<file path="src/verilog/ecl_defines.vh">
// Constants for the EEPROM configuration loader
`ifndef ECL_DEFINES_VH
`define ECL_DEFINES_VH
// Image word byte addresses
`define ECL_EE_SIG 8'h00
`define ECL_EE_VID 8'h02
`define ECL_EE_DID 8'h04
`define ECL_EE_W06 8'h06
`define ECL_EE_SSVID 8'h08
`define ECL_EE_SSID 8'h0A
`define ECL_EE_W0C 8'h0C
// Expected signature reset value, arbitrary
`define ECL_SIG_RST 16'hA55A
// APB register byte offsets
`define ECL_REG_CTRL 8'h00
`define ECL_REG_STAT 8'h04
`define ECL_REG_SIGSEEN 8'h08
`define ECL_REG_ID 8'h0C
`define ECL_REG_SSID 8'h10
`define ECL_REG_W06 8'h14
`define ECL_REG_W0C 8'h18
`define ECL_REG_SIGEXP 8'h1C
// Control and status bits
`define ECL_CTRL_START 0
`define ECL_STAT_BUSY 0
`define ECL_STAT_DONE 1
`define ECL_STAT_SIGERR 2
`define ECL_STAT_SIGOK 3
// Word 06h source fields
`define ECL_W06_VC 0
`define ECL_W06_L0S 3:1
`define ECL_W06_L1 6:4
`define ECL_W06_CPM 7
`define ECL_W06_NOEG 8
`define ECL_W06_NOTAG 9
`define ECL_W06_SF 10
`define ECL_W06_CT 12:11
`define ECL_W06_ARB 13
`define ECL_W06_CRED 14
`define ECL_W06_NPSF 15
// Word 0Ch source fields
`define ECL_W0C_MPS 1:0
`define ECL_W0C_ASPM 3:2
`define ECL_W0C_RBER 4
`define ECL_W0C_MSID 5
`define ECL_W0C_CPPD 6
`define ECL_W0C_PMD 7
`define ECL_W0C_PPNP 8
// Reset values
`define ECL_ZERO16 16'h0000
`define ECL_ZERO32 32'h00000000
`endif

</file>
<file path="src/verilog/ecl_loader.v">
// EEPROM configuration loader with APB control and status
//
// Overview of operation
// - Word 00h must match the signature before any other word is used.
// - Word 06h bit 0 goes to 144h bit 0 on all ports.
// - Word 06h bits 3:1 go to CCh bits 14:12 on all ports.
// - Word 06h bits 6:4 go to CCh bits 17:15 on all ports.
// - Word 06h bit 7 goes to CCh bit 18 on all ports.
// - Word 06h bit 8 goes to 74h bit 5 of port 0.
// - Word 06h bit 9 goes to 74h bit 6 of port 0.
// - Word 06h bit 10 goes to 74h bit 0 of port 0.
// - Word 06h bits 12:11 go to 74h bits 2:1 of port 0.
// - Word 06h bit 13 goes to 74h bit 3 of port 0.
// - Word 06h bit 14 goes to 74h bit 4 of port 0.
// - Word 06h bit 15 goes to 74h bit 7 of port 0.
// - Word 0Ch bits 1:0 go to C4h bits 1:0 on all ports.
// - Word 0Ch bits 3:2 go to CCh bits 11:10 on all ports.
// - Word 0Ch bit 4 goes to C4h bit 15 on all ports.
// - Word 0Ch bit 5 goes to 70h bit 14 on all ports.
// - Word 0Ch bit 6 goes to 74h bit 15 on all ports.
// - Word 0Ch bit 7 goes to 70h bit 13 on all ports.
// - Word 0Ch bit 8 goes to 8Ch bit 5 on all ports.
`timescale 1ns/100ps
`include "ecl_defines.vh"
module ecl_loader (
    // Clock and reset
    input wire pclk,
    input wire presetn,
    // APB slave
    input wire psel,
    input wire penable,
    input wire pwrite,
    input wire [7:0] paddr,
    input wire [31:0] pwdata,
    output reg [31:0] prdata_q,
    output reg pready_q,
    output reg pslverr_q,
    // EEPROM word stream from the serial reader
    input wire ee_word_valid,
    input wire [7:0] ee_word_addr,
    input wire [15:0] ee_word_data,
    input wire ee_word_last,
    output reg ee_word_ready_q,
    // Identifier registers
    output reg [15:0] vendor_id_q,
    output reg [15:0] device_id_q,
    output reg [15:0] subsys_vendor_id_q,
    output reg [15:0] subsys_id_q,
    // Port 0 switch mode fields
    output reg sw_no_order_egress_q,
    output reg sw_no_order_tag_q,
    output reg sw_store_fwd_q,
    output reg [1:0] sw_cut_thresh_q,
    output reg sw_arb_mode_q,
    output reg sw_credit_mode_q,
    output reg sw_np_store_fwd_q,
    // Per-port fields, port n in slice n
    output wire [5:0] vc_ext,
    output wire [17:0] l0s_lat,
    output wire [17:0] l1_lat,
    output wire [5:0] clk_pm,
    output wire [11:0] mps,
    output wire [11:0] aspm,
    output wire [5:0] rber,
    output wire [5:0] msi_dis,
    output wire [5:0] cpp_dis,
    output wire [5:0] pm_dis,
    output wire [5:0] posted_pass_nonposted_enable,
    // Load status
    output reg load_done_q,
    output reg sig_err_q
);

localparam ST_IDLE = 2'h0;
localparam ST_SIG = 2'h1;
localparam ST_LOAD = 2'h2;

reg [1:0] state_q;
reg [1:0] state_d;
reg [15:0] sig_exp_q;
reg [15:0] sig_seen_q;
reg [15:0] w06_q;
reg [15:0] w0c_q;
reg sig_ok_q;
reg start_q;

wire apb_setup;
wire apb_wr;
wire word_take;
wire sig_match;
wire ld_w06;
wire ld_w0c;
reg [31:0] rd_d;
reg map_d;

assign apb_setup = psel & penable & ~pready_q;
assign apb_wr = apb_setup & pwrite;
// Words are only consumed while the loader is ready for them
assign word_take = ee_word_valid & ee_word_ready_q;
assign sig_match = (ee_word_data == sig_exp_q);
assign ld_w06 = word_take & (state_q == ST_LOAD) & (ee_word_addr == `ECL_EE_W06);
assign ld_w0c = word_take & (state_q == ST_LOAD) & (ee_word_addr == `ECL_EE_W0C);

// Start request from software, restarts a load from the signature
always @(posedge pclk or negedge presetn) begin
    if (!presetn) begin
        start_q <= 1'b0;
    end else begin
        start_q <= apb_wr & (paddr == `ECL_REG_CTRL) & pwdata[`ECL_CTRL_START];
    end
end

always @* begin
    state_d = state_q;
    case (state_q)
        ST_IDLE: begin
            if (start_q) begin
                state_d = ST_SIG;
            end
        end
        ST_SIG: begin
            // Anything before the signature word is skipped
            if (word_take && ee_word_addr == `ECL_EE_SIG) begin
                state_d = sig_match ? ST_LOAD : ST_IDLE;
            end
        end
        ST_LOAD: begin
            if (word_take && ee_word_last) begin
                state_d = ST_IDLE;
            end
        end
        default: begin
            state_d = ST_IDLE;
        end
    endcase
end

// Loading starts by itself after reset
always @(posedge pclk or negedge presetn) begin
    if (!presetn) begin
        state_q <= ST_SIG;
        ee_word_ready_q <= 1'b0;
    end else begin
        state_q <= state_d;
        ee_word_ready_q <= (state_d != ST_IDLE);
    end
end

always @(posedge pclk or negedge presetn) begin
    if (!presetn) begin
        load_done_q <= 1'b0;
        sig_err_q <= 1'b0;
        sig_ok_q <= 1'b0;
        sig_seen_q <= `ECL_ZERO16;
    end else if (state_q == ST_SIG && word_take && ee_word_addr == `ECL_EE_SIG) begin
        sig_seen_q <= ee_word_data;
        sig_ok_q <= sig_match;
        sig_err_q <= ~sig_match;
        load_done_q <= 1'b0;
    end else if (state_q == ST_LOAD && word_take && ee_word_last) begin
        load_done_q <= 1'b1;
    end else if (start_q && state_q == ST_IDLE) begin
        // A start during a load is ignored, so its status must stand
        load_done_q <= 1'b0;
        sig_err_q <= 1'b0;
        sig_ok_q <= 1'b0;
    end
end

// Identifier words; a bad signature leaves the previous values in place
always @(posedge pclk or negedge presetn) begin
    if (!presetn) begin
        vendor_id_q <= `ECL_ZERO16;
        device_id_q <= `ECL_ZERO16;
        subsys_vendor_id_q <= `ECL_ZERO16;
        subsys_id_q <= `ECL_ZERO16;
    end else if (word_take && state_q == ST_LOAD) begin
        case (ee_word_addr)
            `ECL_EE_VID: vendor_id_q <= ee_word_data;
            `ECL_EE_DID: device_id_q <= ee_word_data;
            `ECL_EE_SSVID: subsys_vendor_id_q <= ee_word_data;
            `ECL_EE_SSID: subsys_id_q <= ee_word_data;
            default: begin
            end
        endcase
    end
end

// Raw image copies kept for software readback
always @(posedge pclk or negedge presetn) begin
    if (!presetn) begin
        w06_q <= `ECL_ZERO16;
        w0c_q <= `ECL_ZERO16;
    end else begin
        if (ld_w06) begin
            w06_q <= ee_word_data;
        end
        if (ld_w0c) begin
            w0c_q <= ee_word_data;
        end
    end
end

// Switch mode fields exist on port 0 only
always @(posedge pclk or negedge presetn) begin
    if (!presetn) begin
        sw_no_order_egress_q <= 1'b0;
        sw_no_order_tag_q <= 1'b0;
        sw_store_fwd_q <= 1'b0;
        sw_cut_thresh_q <= 2'h0;
        sw_arb_mode_q <= 1'b0;
        sw_credit_mode_q <= 1'b0;
        sw_np_store_fwd_q <= 1'b0;
    end else if (ld_w06) begin
        sw_no_order_egress_q <= ee_word_data[`ECL_W06_NOEG];
        sw_no_order_tag_q <= ee_word_data[`ECL_W06_NOTAG];
        sw_store_fwd_q <= ee_word_data[`ECL_W06_SF];
        sw_cut_thresh_q <= ee_word_data[`ECL_W06_CT];
        sw_arb_mode_q <= ee_word_data[`ECL_W06_ARB];
        sw_credit_mode_q <= ee_word_data[`ECL_W06_CRED];
        sw_np_store_fwd_q <= ee_word_data[`ECL_W06_NPSF];
    end
end

// Broadcast fields, one copy per port
genvar gi;
generate
    for (gi = 0; gi < 6; gi = gi + 1) begin : g_port
        ecl_port_cfg u_port (
            .pclk(pclk),
            .presetn(presetn),
            .ld_w06(ld_w06),
            .ld_w0c(ld_w0c),
            .word(ee_word_data),
            .vc_ext_q(vc_ext[gi]),
            .l0s_lat_q(l0s_lat[gi*3 +: 3]),
            .l1_lat_q(l1_lat[gi*3 +: 3]),
            .clk_pm_q(clk_pm[gi]),
            .mps_q(mps[gi*2 +: 2]),
            .aspm_q(aspm[gi*2 +: 2]),
            .rber_q(rber[gi]),
            .msi_dis_q(msi_dis[gi]),
            .cpp_dis_q(cpp_dis[gi]),
            .pm_dis_q(pm_dis[gi]),
            .posted_pass_nonposted_enable_q(posted_pass_nonposted_enable[gi])
        );
    end
endgenerate

// Expected signature; a write takes effect for the next signature check
always @(posedge pclk or negedge presetn) begin
    if (!presetn) begin
        sig_exp_q <= `ECL_SIG_RST;
    end else if (apb_wr && paddr == `ECL_REG_SIGEXP) begin
        sig_exp_q <= pwdata[15:0];
    end
end

// Read mux
always @* begin
    rd_d = `ECL_ZERO32;
    map_d = 1'b1;
    case (paddr)
        `ECL_REG_CTRL: rd_d = `ECL_ZERO32;
        `ECL_REG_STAT: begin
            rd_d[`ECL_STAT_BUSY] = (state_q != ST_IDLE);
            rd_d[`ECL_STAT_DONE] = load_done_q;
            rd_d[`ECL_STAT_SIGERR] = sig_err_q;
            rd_d[`ECL_STAT_SIGOK] = sig_ok_q;
        end
        `ECL_REG_SIGSEEN: rd_d = {16'h0000, sig_seen_q};
        `ECL_REG_ID: rd_d = {device_id_q, vendor_id_q};
        `ECL_REG_SSID: rd_d = {subsys_id_q, subsys_vendor_id_q};
        `ECL_REG_W06: rd_d = {16'h0000, w06_q};
        `ECL_REG_W0C: rd_d = {16'h0000, w0c_q};
        `ECL_REG_SIGEXP: rd_d = {16'h0000, sig_exp_q};
        default: map_d = 1'b0;
    endcase
end

// One wait state: pready rises in the second access cycle
always @(posedge pclk or negedge presetn) begin
    if (!presetn) begin
        pready_q <= 1'b0;
        pslverr_q <= 1'b0;
        prdata_q <= `ECL_ZERO32;
    end else begin
        pready_q <= apb_setup;
        pslverr_q <= apb_setup & ~map_d;
        if (apb_setup && !pwrite) begin
            prdata_q <= rd_d;
        end else begin
            prdata_q <= `ECL_ZERO32;
        end
    end
end

endmodule

</file>
<file path="src/verilog/ecl_port_cfg.v">
// Per-port configuration fields loaded from the EEPROM image
`timescale 1ns/100ps
`include "ecl_defines.vh"
module ecl_port_cfg (
    // Clock and reset
    input wire pclk,
    input wire presetn,
    // Load strobes and word
    input wire ld_w06,
    input wire ld_w0c,
    input wire [15:0] word,
    // Fields
    output reg vc_ext_q,
    output reg [2:0] l0s_lat_q,
    output reg [2:0] l1_lat_q,
    output reg clk_pm_q,
    output reg [1:0] mps_q,
    output reg [1:0] aspm_q,
    output reg rber_q,
    output reg msi_dis_q,
    output reg cpp_dis_q,
    output reg pm_dis_q,
    output reg posted_pass_nonposted_enable_q
);

always @(posedge pclk or negedge presetn) begin
    if (!presetn) begin
        vc_ext_q <= 1'b0;
        l0s_lat_q <= 3'h0;
        l1_lat_q <= 3'h0;
        clk_pm_q <= 1'b0;
    end else if (ld_w06) begin
        vc_ext_q <= word[`ECL_W06_VC];
        l0s_lat_q <= word[`ECL_W06_L0S];
        l1_lat_q <= word[`ECL_W06_L1];
        clk_pm_q <= word[`ECL_W06_CPM];
    end
end

always @(posedge pclk or negedge presetn) begin
    if (!presetn) begin
        mps_q <= 2'h0;
        aspm_q <= 2'h0;
        rber_q <= 1'b0;
        msi_dis_q <= 1'b0;
        cpp_dis_q <= 1'b0;
        pm_dis_q <= 1'b0;
        posted_pass_nonposted_enable_q <= 1'b0;
    end else if (ld_w0c) begin
        mps_q <= word[`ECL_W0C_MPS];
        aspm_q <= word[`ECL_W0C_ASPM];
        rber_q <= word[`ECL_W0C_RBER];
        msi_dis_q <= word[`ECL_W0C_MSID];
        cpp_dis_q <= word[`ECL_W0C_CPPD];
        pm_dis_q <= word[`ECL_W0C_PMD];
        posted_pass_nonposted_enable_q <= word[`ECL_W0C_PPNP];
    end
end

endmodule

</file>
<file path="config.mk">
export PLATFORM = sky130hd
export DESIGN_NAME = ecl_loader
export DESIGN_NICKNAME = d
export VERILOG_FILES = /design/src/verilog/ecl_loader.v /design/src/verilog/ecl_port_cfg.v
export VERILOG_INCLUDE_DIRS = /design/src /design/src/verilog
export SDC_FILE = /design/constraint.sdc
export NUM_CORES = 1
export LEC_CHECK = 0
export BUFFER_PORTS_ARGS = -buffer_cell sky130_fd_sc_hd__buf_2
export CAP_MARGIN = 20
export CORE_MARGIN = 5
export CORE_UTILIZATION = 55
export CTS_CLUSTER_SIZE = 28
export DETAILED_ROUTE_END_ITERATION = 6
export PLACE_DENSITY = 0.91
export SYNTH_ARGS = -nofsm -noshare
export SYNTH_HDL_FRONTEND = slang
export SYNTH_HIERARCHICAL = 1
export SYNTH_SLANG_ARGS = --single-unit
</file>
<file path="constraint.sdc">
create_clock -name pclk -period 2.6 [get_ports pclk]
set_input_delay 0.26 -clock pclk [delete_from_list [all_inputs] [get_ports pclk]]
set_output_delay 0.26 -clock pclk [all_outputs]
set_load 0.05 [all_outputs]
</file>
==> summary.md <==
| Metric | Value |
|---|---|
| CTS tree | `done` |
| Clock Tree Root | `clkbuf_16` |
| Number of DRC markers in iteration 0 | `478` |
| Total grt overflow | `0` |
| Most common cell in the synthesized netlist | `dfrtp_1` |
| Internal reg-to-reg setup slack | `between 400 and 500 ps` |
| Worst-margin pin slew | `966.5 ps` |
| Drt first pass iters | `5` |
| Reg clk slew, reported paths | `70 ps` |
| Relative slew slack | `between 30% and 40%` |
| First-pass GRT wire length | `roughly 51,000 microns` |
| EDFF count, synth | `0` |
| Sw frac | `about 23%` |
| Max incr delay on CP | `480 ps` |
| Num ports | `282` |
| Flops & latches, synth | `271` |
| Crit path kind | `flip-flop to flip-flop` |
| Number of CTS-inserted buffers | `27` |
| Cts repair resizes | `0` |
| Post-place setup slack | `around 240 ps` |
| Nets | `about 1.1k` |
| Worst flop-to-flop path endpoint | `g_port[5].u_port/pm_dis_q` |
| Worst-case clock buffer depth | `3` |
| Max frequency | `between 0.4 and 0.5 GHz` |
| WP data required | `roughly 3000 ps` |
| Hold Crit Class | `input port to flip-flop` |
| Largest net degree at the start of global routing | `94` |
| Post-synthesis async set-or-reset flop share | `100.0%` |
| HPWL after detailed placement | `roughly 22,000 microns` |
| Via-to-Cell Ratio | `about 5.8` |
| Cells on worst reg2reg path | `5` |
| Final min period | `around 2100 ps` |
| Setup crit start kind | `flip-flop` |
| Fin worst setup slack | `about 490 ps` |
| HP Start | `pwdata[4]` |
| Antenna violations before repair | `0` |
| Hold worst-path end | `sig_exp_q[4]` |
| P per Cell Area | `around 590 mW/mm^2` |
| TritonCTS Sinks | `between 200 and 300` |
| Setup violators final | `0` |
| Starting Density | `55.74%` |
| Psw | `about 2 mW` |
| # DRC | `0` |
| RD Place Congestion | `around 0.81` |
| Layout cell share with drive strength beyond 1 | `57.05%` |
| Rows | `53` |
| I/O Buffers | `between 200 and 300` |
| Via count | `around 8k` |
| Vias in the first global route | `roughly 8.3k` |
| Detailed Route WL | `around 33,000 microns` |
| Final period utilization | `about four fifths` |
| CP Cell Sequence | `and4b_1 > and2_1 > and3_4 > buf_12 > mux2_4` |
| CP max stage cell | `dfrtp_1` |
| Routed Antenna Nets | `0` |
| Worst Setup End Kind | `flip-flop` |
| Combinational power share | `4.4%` |
| Ys Warns | `6` |
| Power Internal | `roughly 6.5 mW` |
| Core Footprint | `between 0.02 and 0.025 sq mm` |
| Worst reg2reg path startpoint | `state_q[1]` |
| Outcome | `completed` |
| Leak | `7.763 nW` |
| Clock network fraction of design power | `45.6%` |
| Clock skew | `around 10 ps` |
| GRT Total Usage | `~27%` |
| Setup TNS | `0 ps` |
| Synthesis-to-layout area growth | `23.40%` |
| Filler cell count | `around 1.4k` |
| CP arrival | `2530 ps` |
| Wire per inst | `roughly 25 microns` |
| Hold_ws | `approximately 11 ps` |
| Peak supply drop | `between 500 and 600 uV` |
| Final Hold Vio Count | `0` |
| Distinct cells, synth | `44` |
| Die W | `155.7 microns` |
| Multi-input logic area | `around 0.0046 sq mm` |
| Post-CTS setup buffers | `0` |
| Mapped Cells | `around 760` |
| Total die area | `around 0.024 sq mm` |
| Power share of the sequential group | `50.1%` |
| Max-cap violations | `0` |
| Mean Syn Cell Area | `approximately 15 sq um` |
| N_diodes | `0` |
| H-tree depth | `1` |
| Synth top area share | `a little under three fifths` |
| Area leader, netlist | `dfrtp_1` |
| Worst Path Max Fanout | `16` |
| Hold Path Stages | `2` |
| Max-slew violations | `0` |
| Mapped Nets | `roughly 830` |
| Largest cells by area after synthesis | `dfrtp_1 (56%), mux2_4 (14%), mux2_2 (13%)` |
| Unrepaired setup endpoints after global routing | `no` |
| Commonest cells in the netlist | `dfrtp_1 (262), mux2_2 (131), mux2_4 (112), nor2_1 (29), a22o_1 (24)` |
| Register area share after synthesis | `58.16%` |
| Cell area after synthesis | `between 0.01 and 0.015 sq mm` |
| Die Ht | `around 160 microns` |
| Top FF cell, synth | `dfrtp_1` |
| Storage cell area | `0.006793 sq mm` |
| Clock Latency Late Sink | `530 ps` |
==> cell families after synthesis <==
| kind of cell | Yosys count | synth area share, % |
|---|---|---|
| AOI/OAI and AO/OA | 81 | 5.088 |
| xor gates and xnor gates | 16 | 1.200 |
| buffers and inverters | 52 | 2.828 |
| DFF | 271 | 58.16 |
| muxes | 252 | 28.23 |
| and+or+nand+nor | 90 | 4.499 |
==> area by class of cell <==
type                       instances  share of cell area (%)
clock inverter                    18                   1.129
clock buffer                      32                   4.957
inverter                           5                  0.1302
multi-input combinational        439                   31.70
sequential                       271                   47.13
timing repair buffer             313                   12.57
tap                              275                   2.387
==> registers in the layout, indices dropped and copies added (netlist names), 16 cells and up <==
register,cells
prdata_q,32
g_port.u_port/l0s_lat_q,18
g_port.u_port/l1_lat_q,18
device_id_q,16
sig_exp_q,16
sig_seen_q,16
subsys_id_q,16
subsys_vendor_id_q,16
vendor_id_q,16
w06_q,16
w0c_q,16
==> worst max path at each step <==
| stage | startpoint | endpoint |
|---|---|---|
| 6_report | state_q[1] | g_port[5].u_port/pm_dis_q |
| 3_5_place_dp | ee_word_addr[4] | g_port[1].u_port/vc_ext_q |
| 3_3_place_gp | ee_word_addr[4] | g_port[3].u_port/l1_lat_q[1] |
| 5_1_grt | state_q[1] | g_port[5].u_port/pm_dis_q |
| 4_1_cts | state_q[1] | g_port[0].u_port/msi_dis_q |
| 2_1_floorplan | ee_word_ready_q | g_port[0].u_port/clk_pm_q |
==> placed cells by master (no fill, tap or decap), drive strengths merged, types with 4 or more instances in the layout <==
cell / instances
a21oi: 20
dfrtp: 262
clkinv: 8
inv: 7
mux4: 4
nor2: 30
dfstp: 9
a22oi: 15
nand2: 20
a32oi: 12
dlygate4sd3: 16
nand3b: 4
nor4: 8
xor2: 16
a22o: 24
buf: 297
and2: 4
mux2i: 5
clkbuf: 32
mux2: 243
or2: 5
clkinvlp: 6
==> metal layers <==
layer	share of wire [%]	global-route usage [%]	up-vias
li1	-	-	3354
met1	39	35.35	4013
met2	49	46.23	379
met3	9.3	6.463	60
met4	2.5	6.836	0
met5	0	0	-
==> per-stage QoR <==
| stage | area [sq um] | utilization [%] | power, mW | cells |
|---|---|---|---|---|
| 3_3_place_gp | 13380 | 63.83 | 4.647 | 1287 |
| 2_1_floorplan | 11680 | - | 4.394 | 762 |
| 3_5_place_dp | 13380 | 63.83 | 4.655 | 1287 |
| 5_1_grt | 14410 | 68.78 | 8.700 | 1353 |
| 6_report | 14410 | 68.78 | 8.447 | 1353 |
| 4_1_cts | 14410 | 68.78 | 8.497 | 1353 |
==> worst max-delay path, delay by kind of cell (launching register included) <==
| family | cells | cell delay, ps |
|---|---|---|
| simple gates | 3 | 960 |
| mux | 1 | 320 |
| buf+inv | 1 | 230 |
| flops | 1 | 480 |
==> power groups by stage <==
stage / Sequential (mW) / Clock, mW / Combinational, mW
after detailed placement: 4.31 / 0 / 0.348
after global placement: 4.31 / 0 / 0.341
after global routing: 4.23 / 4.07 / 0.402
final: 4.23 / 3.85 / 0.369
after floorplan: 4.31 / 0 / 0.0815
after CTS: 4.23 / 3.90 / 0.372
==> repair_timing <==
action | 4_1_cts | 5_1_grt
endpoints found under the setup margin | 0 | 0
hold endpoints to repair | 101 | 0
hold buffers | 16 | 0
No activity file was read; power rests on OpenSTA's default activity.
